File: config.mk
export PLATFORM = sky130hd
export DESIGN_NAME = gtm_timer
export DESIGN_NICKNAME = d
export VERILOG_FILES = /design/src/design/gtm_pkg.sv /design/src/design/gtm_timer.sv /design/src/design/gtm_prescale.sv /design/src/design/gtm_gate.sv
export VERILOG_INCLUDE_DIRS = /design/src /design/src/design
export SDC_FILE = /design/constraint.sdc
export NUM_CORES = 1
export LEC_CHECK = 0
export ABC_AREA = 1
export BUFFER_PORTS_ARGS = -buffer_cell sky130_fd_sc_hd__buf_2
export CELL_PAD_IN_SITES_DETAIL_PLACEMENT = 0
export CELL_PAD_IN_SITES_GLOBAL_PLACEMENT = 1
export CORE_MARGIN = 2
export CORE_UTILIZATION = 45
export DETAILED_ROUTE_END_ITERATION = 10
export GPL_TIMING_DRIVEN = 0
export HOLD_SLACK_MARGIN = 0.08
export MAX_ROUTING_LAYER = met4
export PLACE_DENSITY = 0.95
export SYNTH_ARGS = -nofsm -noshare
export SYNTH_HDL_FRONTEND = slang
export SYNTH_SLANG_ARGS = --single-unit
File: constraint.sdc
create_clock -name clk -period 3.56 [get_ports clk]
set_input_delay 0.178 -clock clk [delete_from_list [all_inputs] [get_ports clk]]
set_output_delay 0.178 -clock clk [all_outputs]
set_load 0.1 [all_outputs]
File: src/design/gtm_cfg.svh
`ifndef GTM_CFG_SVH
`define GTM_CFG_SVH

// Register addresses.
`define GTM_A_CNT_LO 4'h0
`define GTM_A_CNT_HI 4'h1
`define GTM_A_CTRL 4'h2
`define GTM_A_GATE 4'h3
`define GTM_A_PFLAG 4'h4
`define GTM_A_PIE 4'h5
`define GTM_A_IRQ_CONTROL_REG 4'h6
`define GTM_A_CCP_LO 4'h7
`define GTM_A_CCP_HI 4'h8
`define GTM_A_CCP_CTRL 4'h9

// Timer control fields.
`define GTM_CS_HI 7
`define GTM_CS_LO 6
`define GTM_PS_HI 5
`define GTM_PS_LO 4
`define GTM_SYNC_BIT 2
`define GTM_ON_BIT 0
`define GTM_CTRL_MASK 8'hf5

// Gate control fields.
`define GTM_GE_BIT 7
`define GTM_POL_BIT 6
`define GTM_TM_BIT 5
`define GTM_SPM_BIT 4
`define GTM_GO_BIT 3
`define GTM_VAL_BIT 2
`define GTM_GSS_HI 1
`define GTM_GSS_LO 0

// Flag, enable and global control fields.
`define GTM_GF_BIT 7
`define GTM_OVF_BIT 0
`define GTM_GIE_BIT 7
`define GTM_PERIPHERAL_IRQ_GLOBAL_EN_BIT 6
`define GTM_CMP_EN_BIT 0

`define GTM_RST8 8'h00
`define GTM_ISR_VECTOR 16'h0004
`define GTM_INSTR_DIV 2'h3

`endif

File: src/design/gtm_pkg.sv
package gtm_pkg;
  typedef enum logic [1:0] {
    GTM_CS_INSTR,
    GTM_CS_SYS,
    GTM_CS_EXT,
    GTM_CS_TEMP
  } gtm_clk_src_e;

  typedef enum logic {
    GTM_SP_IDLE,
    GTM_SP_RUN
  } gtm_sp_state_e;
endpackage

File: src/design/gtm_timer.sv
// The implementer's own choices: the plain strobed port and the register offsets.
`timescale 1ns/100ps
`include "gtm_cfg.svh"
// Function
// - Byte reads of the count see the live counter, with no latch
// - Gated counting only while gate active
// - Polarity bit picks the counting gate level
// - Two-bit field selects gate source
// - Companion timer wrap makes a gate pulse
// - Toggle flip-flop measures full gate period
// - Single pulse arms, counts, clears go
// - Clearing pulse mode clears go bit
// - Gate level status always readable
// - Gate falling edge sets gate flag
// - Counter wraps and sets overflow flag
// - Overflow interrupt needs all enables
// - Sleep counting only with sync bit set and external or temp clock
// - Count is capture and compare time base
// - Special trigger clears count, no flag
// - Software write beats special trigger clear
// - Two-bit field selects counter clock
// - Two-bit prescaler divides input clock
// - Sync bit bypasses external synchroniser
// - Timer-on enables; off clears toggle
module gtm_timer
  import gtm_pkg::*;
#(
  parameter int CW = 16
) (
  input wire logic clk,
  input wire logic rst_n,
  input wire logic [3:0] addr,
  input wire logic [7:0] wdata,
  input wire logic wr_en,
  input wire logic rd_en,
  output logic [7:0] rdata_ff,
  input wire logic external_clock_pin,
  input wire logic temp_osc_in,
  input wire logic gate_input_pin,
  input wire logic comparator_one_synced_out,
  input wire logic comparator_two_synced_out,
  input wire logic [7:0] eight_bit_companion_timer,
  input wire logic sleep_mode,
  input wire logic capture_evt,
  input wire logic special_evt,
  output logic compare_evt_ff,
  output logic irq_req,
  output logic wake_req,
  output logic [15:0] isr_vector
);
  // Software-visible state, next values and internal history flops.
  logic [CW-1:0] cnt_ff;
  logic [CW-1:0] nxt_cnt;
  logic [7:0] ctrl_ff;
  logic [7:0] gate_ff;
  logic go_ff;
  logic nxt_go;
  logic gflag_ff;
  logic ovf_ff;
  logic gie_en_ff;
  logic ovf_ie_ff;
  logic gie_ff;
  logic peripheral_irq_global_en_ff;
  logic [15:0] ccp_ff;
  logic cmp_en_ff;
  logic match_ff;
  logic gval_prev_ff;
  logic [7:0] t0_prev_ff;
  logic [1:0] idiv_ff;
  logic [7:0] nxt_rdata;

  // Pin sampling for the clock sources.
  logic ext_s1_ff;
  logic ext_s2_ff;
  logic ext_s3_ff;
  logic ext_raw_ff;
  logic ext_raw_d_ff;
  logic tmp_s1_ff;
  logic tmp_s2_ff;
  logic tmp_s3_ff;

  logic gate_val;
  logic go_done;
  logic pre_tick;
  logic src_tick;

  function automatic logic rise(input logic now, input logic was);
    rise = now & ~was;
  endfunction

  // Address decode.
  wire wr_lo = wr_en && (addr == `GTM_A_CNT_LO);
  wire wr_hi = wr_en && (addr == `GTM_A_CNT_HI);
  wire wr_cnt = wr_lo || wr_hi;
  wire wr_ctrl = wr_en && (addr == `GTM_A_CTRL);
  wire wr_gate = wr_en && (addr == `GTM_A_GATE);
  wire wr_pflag = wr_en && (addr == `GTM_A_PFLAG);
  wire wr_pie = wr_en && (addr == `GTM_A_PIE);
  wire wr_irq_control_reg = wr_en && (addr == `GTM_A_IRQ_CONTROL_REG);
  wire wr_ccp_lo = wr_en && (addr == `GTM_A_CCP_LO);
  wire wr_ccp_hi = wr_en && (addr == `GTM_A_CCP_HI);
  wire wr_ccp_ctrl = wr_en && (addr == `GTM_A_CCP_CTRL);

  // Control fields.
  wire timer_on_bit = ctrl_ff[`GTM_ON_BIT];
  wire sync_bypass_bit = ctrl_ff[`GTM_SYNC_BIT];
  wire [1:0] clock_source_field = ctrl_ff[`GTM_CS_HI:`GTM_CS_LO];
  wire [1:0] prescale_field = ctrl_ff[`GTM_PS_HI:`GTM_PS_LO];
  wire gate_enable_bit = gate_ff[`GTM_GE_BIT];
  wire ext_sel = clock_source_field[1];

  // Companion timer wrap from all ones to zero.
  wire companion_ovf = (t0_prev_ff == 8'hff) &&
                       (eight_bit_companion_timer == 8'h00);

  // Bypass samples the pin once; sync adds one more stage.
  wire ext_edge = sync_bypass_bit ? rise(ext_raw_ff, ext_raw_d_ff)
                                  : rise(ext_s2_ff, ext_s3_ff);
  wire tmp_edge = rise(tmp_s2_ff, tmp_s3_ff);
  wire instr_tick = (idiv_ff == `GTM_INSTR_DIV);

  always_comb begin
    case (gtm_clk_src_e'(clock_source_field))
      GTM_CS_TEMP: src_tick = tmp_edge;
      GTM_CS_EXT: src_tick = ext_edge;
      GTM_CS_SYS: src_tick = 1'b1;
      GTM_CS_INSTR: src_tick = instr_tick;
      default: src_tick = 1'b0;
    endcase
  end

  gtm_prescale #(
    .DW(3)
  ) u_pre (
    .clk(clk),
    .rst_n(rst_n),
    .tick_in(src_tick),
    .clear(wr_cnt),
    .ratio(prescale_field),
    .tick_out(pre_tick)
  );

  gtm_gate u_gate (
    .clk(clk),
    .rst_n(rst_n),
    .gate_input_pin(gate_input_pin),
    .cmp1_synced(comparator_one_synced_out),
    .cmp2_synced(comparator_two_synced_out),
    .companion_ovf(companion_ovf),
    .gate_source_select(gate_ff[`GTM_GSS_HI:`GTM_GSS_LO]),
    .gate_polarity_bit(gate_ff[`GTM_POL_BIT]),
    .gate_toggle_enable(gate_ff[`GTM_TM_BIT]),
    .single_pulse_enable(gate_ff[`GTM_SPM_BIT]),
    .pulse_acquire_go(go_ff),
    .timer_on(timer_on_bit),
    .gate_val_ff(gate_val),
    .go_done(go_done)
  );

  // In sleep only the external or temp source with the sync bit set keeps running.
  wire sleep_ok = !sleep_mode || (ext_sel && sync_bypass_bit);
  wire gate_ok = !gate_enable_bit || gate_val;
  wire cnt_en = timer_on_bit && gate_ok && sleep_ok;
  wire inc = cnt_en && pre_tick;
  wire wrap = inc && !wr_cnt && !special_evt && (&cnt_ff);
  wire gate_fall = gval_prev_ff && !gate_val;
  wire match = (ccp_ff == cnt_ff[15:0]);

  // A write wins over the special clear, which wins over counting.
  always_comb begin
    nxt_cnt = cnt_ff;
    if (wr_lo) begin
      nxt_cnt[7:0] = wdata;
    end else if (wr_hi) begin
      nxt_cnt[15:8] = wdata;
    end else if (special_evt) begin
      nxt_cnt = '0;
    end else if (inc) begin
      nxt_cnt = cnt_ff + CW'(1);
    end
  end

  // Go clears when the pulse mode is dropped or the pulse is done.
  always_comb begin
    nxt_go = go_ff;
    if (wr_gate) begin
      nxt_go = wdata[`GTM_GO_BIT];
    end
    if (!gate_ff[`GTM_SPM_BIT] || go_done) begin
      nxt_go = 1'b0;
    end
    if (wr_gate && !wdata[`GTM_SPM_BIT]) begin
      nxt_go = 1'b0;
    end
  end

  always_comb begin
    case (addr)
      `GTM_A_CNT_LO: nxt_rdata = cnt_ff[7:0];
      `GTM_A_CNT_HI: nxt_rdata = cnt_ff[15:8];
      `GTM_A_CTRL: nxt_rdata = ctrl_ff;
      `GTM_A_GATE: nxt_rdata = {gate_ff[7:4], go_ff, gate_val,
                                gate_ff[1:0]};
      `GTM_A_PFLAG: nxt_rdata = {gflag_ff, 6'h00, ovf_ff};
      `GTM_A_PIE: nxt_rdata = {gie_en_ff, 6'h00, ovf_ie_ff};
      `GTM_A_IRQ_CONTROL_REG: nxt_rdata = {gie_ff, peripheral_irq_global_en_ff, 6'h00};
      `GTM_A_CCP_LO: nxt_rdata = ccp_ff[7:0];
      `GTM_A_CCP_HI: nxt_rdata = ccp_ff[15:8];
      `GTM_A_CCP_CTRL: nxt_rdata = {7'h00, cmp_en_ff};
      default: nxt_rdata = `GTM_RST8;
    endcase
  end

  // Pin samplers; each synchroniser first stage feeds only the second, while the bypass sample also feeds the edge detect.
  always_ff @(posedge clk) begin
    if (!rst_n) begin
      ext_s1_ff <= 1'b0;
      ext_s2_ff <= 1'b0;
      ext_s3_ff <= 1'b0;
      ext_raw_ff <= 1'b0;
      ext_raw_d_ff <= 1'b0;
      tmp_s1_ff <= 1'b0;
      tmp_s2_ff <= 1'b0;
      tmp_s3_ff <= 1'b0;
    end else begin
      ext_s1_ff <= external_clock_pin;
      ext_s2_ff <= ext_s1_ff;
      ext_s3_ff <= ext_s2_ff;
      ext_raw_ff <= external_clock_pin;
      ext_raw_d_ff <= ext_raw_ff;
      tmp_s1_ff <= temp_osc_in;
      tmp_s2_ff <= tmp_s1_ff;
      tmp_s3_ff <= tmp_s2_ff;
    end
  end

  always_ff @(posedge clk) begin
    if (!rst_n) begin
      idiv_ff <= 2'h0;
      t0_prev_ff <= `GTM_RST8;
      gval_prev_ff <= 1'b0;
      cnt_ff <= '0;
      go_ff <= 1'b0;
      rdata_ff <= `GTM_RST8;
    end else begin
      idiv_ff <= idiv_ff + 2'h1;
      t0_prev_ff <= eight_bit_companion_timer;
      gval_prev_ff <= gate_val;
      cnt_ff <= nxt_cnt;
      go_ff <= nxt_go;
      rdata_ff <= rd_en ? nxt_rdata : `GTM_RST8;
    end
  end

  always_ff @(posedge clk) begin
    if (!rst_n) begin
      ctrl_ff <= `GTM_RST8;
      gate_ff <= `GTM_RST8;
      gie_en_ff <= 1'b0;
      ovf_ie_ff <= 1'b0;
      gie_ff <= 1'b0;
      peripheral_irq_global_en_ff <= 1'b0;
      cmp_en_ff <= 1'b0;
    end else begin
      if (wr_ctrl) begin
        ctrl_ff <= wdata & `GTM_CTRL_MASK;
      end
      if (wr_gate) begin
        gate_ff <= wdata;
      end
      if (wr_pie) begin
        gie_en_ff <= wdata[`GTM_GF_BIT];
        ovf_ie_ff <= wdata[`GTM_OVF_BIT];
      end
      if (wr_irq_control_reg) begin
        gie_ff <= wdata[`GTM_GIE_BIT];
        peripheral_irq_global_en_ff <= wdata[`GTM_PERIPHERAL_IRQ_GLOBAL_EN_BIT];
      end
      if (wr_ccp_ctrl) begin
        cmp_en_ff <= wdata[`GTM_CMP_EN_BIT];
      end
    end
  end

  // Hardware set wins over a software clear in the same cycle.
  always_ff @(posedge clk) begin
    if (!rst_n) begin
      gflag_ff <= 1'b0;
      ovf_ff <= 1'b0;
    end else begin
      gflag_ff <= gate_fall ||
                  (wr_pflag ? wdata[`GTM_GF_BIT] : gflag_ff);
      ovf_ff <= wrap ||
                (wr_pflag ? wdata[`GTM_OVF_BIT] : ovf_ff);
    end
  end

  // Capture and compare share the pair; software writes win.
  always_ff @(posedge clk) begin
    if (!rst_n) begin
      ccp_ff <= 16'h0000;
      match_ff <= 1'b0;
      compare_evt_ff <= 1'b0;
    end else begin
      match_ff <= match;
      compare_evt_ff <= cmp_en_ff && rise(match, match_ff);
      if (wr_ccp_lo) begin
        ccp_ff[7:0] <= wdata;
      end else if (wr_ccp_hi) begin
        ccp_ff[15:8] <= wdata;
      end else if (capture_evt && !cmp_en_ff) begin
        ccp_ff <= cnt_ff[15:0];
      end
    end
  end

  // The overflow source also needs the timer switched on.
  wire ovf_src = ovf_ff && ovf_ie_ff && timer_on_bit;
  wire gev_src = gflag_ff && gie_en_ff;
  wire any_src = (ovf_src || gev_src) && peripheral_irq_global_en_ff;
  assign irq_req = any_src && gie_ff;
  assign wake_req = any_src && sleep_mode;
  assign isr_vector = irq_req ? `GTM_ISR_VECTOR : 16'h0000;

  ovf_sets_flag_a:
    assert property (@(posedge clk) disable iff (!rst_n)
      wrap && !wr_cnt && !special_evt |=> ovf_ff && cnt_ff == '0)
    else $error("wrap did not set the overflow flag");

  gate_holds_a:
    assert property (@(posedge clk) disable iff (!rst_n)
      timer_on_bit && gate_enable_bit && !gate_val && !wr_cnt &&
      !special_evt |=> $stable(cnt_ff))
    else $error("count moved while the gate was inactive");

  special_clear_a:
    assert property (@(posedge clk) disable iff (!rst_n)
      special_evt && !wr_cnt && !ovf_ff |=> cnt_ff == '0 && !ovf_ff)
    else $error("special trigger did not clear cleanly");

  write_wins_a:
    assert property (@(posedge clk) disable iff (!rst_n)
      wr_lo && special_evt |=> cnt_ff[7:0] == $past(wdata))
    else $error("special trigger beat a count write");

  go_cleared_a:
    assert property (@(posedge clk) disable iff (!rst_n)
      !gate_ff[`GTM_SPM_BIT] ##1 !gate_ff[`GTM_SPM_BIT] |-> !go_ff)
    else $error("go bit survived with pulse mode off");

  gate_fall_flag_a:
    assert property (@(posedge clk) disable iff (!rst_n)
      $fell(gate_val) |=> gflag_ff)
    else $error("gate falling edge lost its flag");

  timer_off_a:
    assert property (@(posedge clk) disable iff (!rst_n)
      !timer_on_bit && !wr_cnt && !special_evt |=> $stable(cnt_ff))
    else $error("count moved with the timer off");

  read_count_a:
    assert property (@(posedge clk) disable iff (!rst_n)
      rd_en && addr == `GTM_A_CNT_LO |=> rdata_ff == $past(cnt_ff[7:0]))
    else $error("count low byte read back wrong");

  irq_gated_a:
    assert property (@(posedge clk) disable iff (!rst_n)
      irq_req |-> gie_ff && peripheral_irq_global_en_ff && (gie_en_ff || ovf_ie_ff))
    else $error("interrupt raised without its enables");
endmodule

File: src/design/gtm_prescale.sv
`timescale 1ns/100ps
module gtm_prescale #(
  parameter int DW = 3
) (
  input wire logic clk,
  input wire logic rst_n,
  input wire logic tick_in,
  input wire logic clear,
  input wire logic [1:0] ratio,
  output logic tick_out
);
  logic [DW-1:0] cnt_ff;
  logic [DW-1:0] nxt_cnt;
  wire [DW-1:0] mask = DW'((1 << ratio) - 1);

  // Divide by 1, 2, 4 or 8.
  assign tick_out = tick_in && ((cnt_ff & mask) == mask);
  assign nxt_cnt = clear ? '0 : (tick_in ? cnt_ff + DW'(1) : cnt_ff);

  always_ff @(posedge clk) begin
    if (!rst_n) begin
      cnt_ff <= '0;
    end else begin
      cnt_ff <= nxt_cnt;
    end
  end
endmodule

File: src/design/gtm_gate.sv
`timescale 1ns/100ps
module gtm_gate
  import gtm_pkg::*;
(
  input wire logic clk,
  input wire logic rst_n,
  input wire logic gate_input_pin,
  input wire logic cmp1_synced,
  input wire logic cmp2_synced,
  input wire logic companion_ovf,
  input wire logic [1:0] gate_source_select,
  input wire logic gate_polarity_bit,
  input wire logic gate_toggle_enable,
  input wire logic single_pulse_enable,
  input wire logic pulse_acquire_go,
  input wire logic timer_on,
  output logic gate_val_ff,
  output logic go_done
);
  logic act_ff;
  logic tff_ff;
  logic tg_ff;
  gtm_sp_state_e sp_ff;
  gtm_sp_state_e nxt_sp;
  logic sel;

  always_comb begin
    case (gate_source_select)
      2'h3: sel = cmp2_synced;
      2'h2: sel = cmp1_synced;
      2'h1: sel = companion_ovf;
      default: sel = gate_input_pin;
    endcase
  end

  wire act = gate_polarity_bit ? sel : ~sel;
  wire act_rise = act & ~act_ff;
  wire tg = gate_toggle_enable ? tff_ff : act;
  wire tg_rise = tg & ~tg_ff;

  // Single pulse: arm on a rising edge, finish on the trailing edge.
  always_comb begin
    nxt_sp = sp_ff;
    case (sp_ff)
      GTM_SP_IDLE: begin
        if (single_pulse_enable && pulse_acquire_go && tg_rise) begin
          nxt_sp = GTM_SP_RUN;
        end
      end
      GTM_SP_RUN: begin
        if (!single_pulse_enable || !tg) begin
          nxt_sp = GTM_SP_IDLE;
        end
      end
      default: nxt_sp = GTM_SP_IDLE;
    endcase
  end

  assign go_done = (sp_ff == GTM_SP_RUN) && !tg && single_pulse_enable;

  always_ff @(posedge clk) begin
    if (!rst_n) begin
      act_ff <= 1'b0;
      tff_ff <= 1'b0;
      tg_ff <= 1'b0;
      sp_ff <= GTM_SP_IDLE;
      gate_val_ff <= 1'b0;
    end else begin
      act_ff <= act;
      tg_ff <= tg;
      sp_ff <= nxt_sp;
      if (!gate_toggle_enable || !timer_on) begin
        tff_ff <= 1'b0;
      end else if (act_rise) begin
        tff_ff <= ~tff_ff;
      end
      gate_val_ff <= single_pulse_enable ? (nxt_sp == GTM_SP_RUN) : tg;
    end
  end
endmodule

==> results.md <==
Global route:
- The leftover overflow at the end of global routing is 0.
- In the global route stage, met1 resource usage came out at 0.372.
- The routing layer with the top usage in global route is met2.
- The global-route track usage on met3 is 0.0550.
- The largest net degree at the start of global routing is 19.
- For this run, global-route usage on met2 was measured as 0.411.
- The number of antenna violations at the first check in global routing is 0.
- The via count of the first global-routing pass was 4,293.
- The first-pass GRT wire length is 22,800 um.
- The overall track demand over capacity in global routing is 0.275.

Critical path:
- The dominant cell type by count on the critical path is nand2_1.
- The worst endpoint data arrival time is 2.55 ns.
- The number of buffer and inverter instances along the worst setup path is 0.
- Traced cell by cell, the critical path runs through ha_1, nand2_1, nor2_1, nand2_1, nor2_1, nand2_1, nor4_1, nand3b_1, nand2_1.
- The type of the worst setup path is flip-flop to flip-flop.
- Data on the critical path is required at its endpoint by 3.88 ns.
- Of all nets on the critical path, the largest fanout is 7.
- The cell at the slowest stage of the critical path is dfxtp_1.
- The worst stage delay on the critical path is 0.52 ns.
- The worst setup path is captured at a flip-flop.
- STA classifies the critical path startpoint as a flip-flop.
- The kind of cell with the highest combined delay along the critical path is simple AND/OR/NAND/NOR gates.

Timing:
- The relative slew slack is 0.527.
- The final worst-path cycle share is 0.624.
- The clock skew is 0.0106 ns.
- The final hold violation count is 0.
- The maximum clock frequency is 450 MHz.
- At the pin with the least slew margin, the transition time is 0.710 ns.
- The final setup TNS is 0 ns.
- Setup repair after global routing left no endpoint under its margin.
- Final hold analysis gives a worst-case slack of 0.144 ns.
- The count of endpoints failing setup in the final report is 0.
- The clock period could shrink to 2.22 ns.
- The total count of max-transition violations in the final report was 0.

Logic synthesis:
- Of the total synthesized cell area, the portion taken by XOR and XNOR cells is 0.0151.
- Of the total synthesized cell area, the portion taken by AND, OR, NAND and NOR gates is 0.299.
- A synthesized cell averages 6.79 um2.
- The fraction of the mapped netlist area in compound gates is 0.183.
- The number of synthesized register bits is 87.
- The instance count of the mapped netlist is 684.
- The number of library cell types mapped by synthesis is 42.
- The synthesized netlist occupies a cell area of 4650 um2.
- The share of cell area taken by muxes after synthesis is 0.
- Of the total synthesized cell area, the portion taken by full adders, half adders and majority gates is 0.00808.
- Of the synthesized area, sequential elements account for 0.375.
- The combinational family with the most area after synthesis is simple AND/OR/NAND/NOR gates.
- During synthesis, Yosys emitted a total of 0 warnings.

Routing:
- The detailed-route wire length is 14,500 um.
- The number of vias per cell is 5.31.
- The detail route stage leaves a number of antenna-violating nets equal to 0.
- The first detailed-routing pass ran for 5 iterations.
- Dividing the detail-routed wire length by the instance count gives 16.1 um.
- The initial detailed-routing violation count is 456.
- The DRC violation count after routing is 0.
- The detailed router placed 4,792 vias in this run.

Final layout:
- In the final layout, the share of cells above drive strength 1 is 0.151.
- The total inserted antenna cells is 0.
- The area growth from synthesis to layout is 15.7%.
- The sequential cells in the finished layout cover a total of 1740 um2.
- After filler insertion, the fill cell instance count of the layout stands at 1,051.
- The final layout contains 796 nets.
- Summing all multi-input logic gate instances after layout gives 2410 um2.

Floorplan:
- The site row count is 37.
- The initial utilization of the core area, before any placement, comes to 0.456.
- The total area inside the core boundary comes to 10,200 um2.
- The floorplan step defined a die boundary enclosing 11,200 um2.
- The die boundary height is 106 um.
- 59 I/O pins were placed.
- The floorplan step set the die width to 106 um.

Power:
- The power per standard cell area is 397 nW/um2.
- The worst ir drop on vdd is 0.244 mV.
- Summed over all cells, the static leakage comes to 2.37 nW.

Clock network:
- In this run, CTS created clock tree buffers numbering 9.
- The clock latency on the worst-skew pair is 0.38 ns.
- The TritonCTS clock tree is yes.
- The clock drives 87 sinks.
- The longest clock path from root to sink contains 2 buffers.
- The CTS root buffer is clkbuf_8.
- After clock tree synthesis, the clock-pin slew on the worst setup and hold paths is 0.09 ns.
- The number of levels the H-tree was split into is 3.

Placed design:
- The routability congestion estimate is 0.966.
- Summed over all nets, the half-perimeter wirelength after detailed placement is 10,800 um.
- In this run the tool buffered the top-level ports with 42 buffer cells.

Min path:
- The min-delay analysis places its worst path in the category input port to flip-flop.

Outcome:
- The flow ran to the end, and the final reports show no timing, DRC or antenna violations.

Flow run:
- The number of maximum-capacitance constraint violations is 0.
final timing paths:
kind,startpoint,cells past startpoint,slack [ns],to
worst min-delay path,special_evt,4,0.14,ovf_ff$_SDFF_PN0_
worst max-delay path,cnt_ff[0]$_SDFFE_PN0P_,9,1.34,ovf_ff$_SDFF_PN0_
worst min register to register,tmp_s1_ff$_SDFF_PN0_,2,0.41,tmp_s2_ff$_SDFF_PN0_
worst max register to register,cnt_ff[0]$_SDFFE_PN0P_,9,1.34,ovf_ff$_SDFF_PN0_
Yosys cell counts, drive strengths merged:
library cell	count	area (um2)
a221oi	5	43.8
conb	1	3.75
nor2	72	312
nand3	42	215
clkbuf	14	52.6
o21bai	1	7.51
o21a	1	7.51
xor2	8	70.1
nor3	10	55.1
or2	3	18.8
ha	3	37.5
buf	23	170
a22oi	2	15.0
nand3b	1	7.51
a31oi	16	100
o21ai	61	305
nand4	5	31.3
a21oi	43	226
o22ai	14	87.6
a32o	1	10.0
a211oi	2	15.0
o31ai	1	7.51
nor4	3	18.8
clkinv	2	13.8
nand2	176	733
a21boi	1	7.51
a41oi	2	17.5
dfxtp	87	1740
inv	84	315
metrics by stage:
step | cell area, um2 | setup WS, ns | power [mW] | utilization | std cells
after global routing | 5380 | 1.23 | 2.23 | 0.528 | 902
final | 5380 | 1.34 | 2.13 | 0.528 | 902
after CTS | 5380 | 1.45 | 2.13 | 0.528 | 902
after floorplan | 4700 | 1.07 | 1.34 | - | 698
after global placement | 5080 | 1.49 | 1.44 | 0.499 | 876
after detailed placement | 5080 | 1.46 | 1.44 | 0.499 | 876
registers in the layout, indices dropped and copies added, names as in the netlist, 2 cells and up:
name / flops
ccp_ff: 16
cnt_ff: 16
ctrl_ff: 6
gate_ff: 6
idiv_ff: 2
rdata_ff: 8
t0_prev_ff: 8
u_pre.cnt_ff: 3
per-layer routing:
| metal | up-vias | part of all wire |
|---|---|---|
| li1 | 2357 | - |
| met1 | 2125 | 0.43 |
| met2 | 268 | 0.44 |
| met3 | 42 | 0.096 |
| met4 | 0 | 0.036 |
| met5 | - | 0 |
placed cells by master, fill, tap and decap left out, types with 8 or more instances in the layout:
| cell type | Yosys | layout |
|---|---|---|
| buf_4 | 17 | 17 |
| dlygate4sd3_1 | 0 | 10 |
| xor2_1 | 8 | 8 |
| o21ai_0 | 57 | 57 |
| inv_2 | 9 | 9 |
| nand2_1 | 165 | 165 |
| a31oi_1 | 16 | 16 |
| buf_2 | 4 | 46 |
| conb_1 | 1 | 15 |
| nand2_4 | 9 | 9 |
| nor2_1 | 65 | 65 |
| o22ai_1 | 14 | 14 |
| clkbuf_8 | 0 | 9 |
| nand3_1 | 41 | 41 |
| a21oi_1 | 42 | 42 |
| dfxtp_1 | 87 | 87 |
| clkbuf_1 | 14 | 14 |
| nor3_1 | 9 | 9 |
| inv_1 | 75 | 75 |
cells by family after synthesis:
family	Yosys count
and+or+nand+nor	312
other	1
xor gates and xnor gates	8
DFF	87
adders and majority gates	3
AOI/OAI and AO/OA	150
buffers and inverters	123
power breakdown:
part,internal [mW],total (mW),switching (mW),leakage (nW)
registers,1.02,1.05,0.0376,0.712
logic,0.113,0.382,0.270,1.56
clock network,0.277,0.696,0.419,0.101
total,1.41,2.13,0.727,2.37
worst min-delay path: cells and delay by family:
| family | cells | cell delay [ns] |
|---|---|---|
| AND/OR/NAND/NOR | 3 | 0.21 |
| buffers and inverters | 1 | 0.09 |
cell type report:
type,instances,share of cell area
Timing Repair Buffer,52,0.0577
Multi-Input combinational cell,488,0.447
Inverter,86,0.0612
Clock buffer,9,0.0230
Buffer,37,0.0414
Sequential cell,87,0.324
Tap cell,136,0.0316
Clock inverter,7,0.0137
repair_timing:
item / in CTS / in global routing
resized for setup: 0 / 0
hold buffers: 10 / 0
setup buffers: 0 / 0
hold endpoints to repair: 10 / 0
No activity file was read; power rests on OpenSTA's default activity.
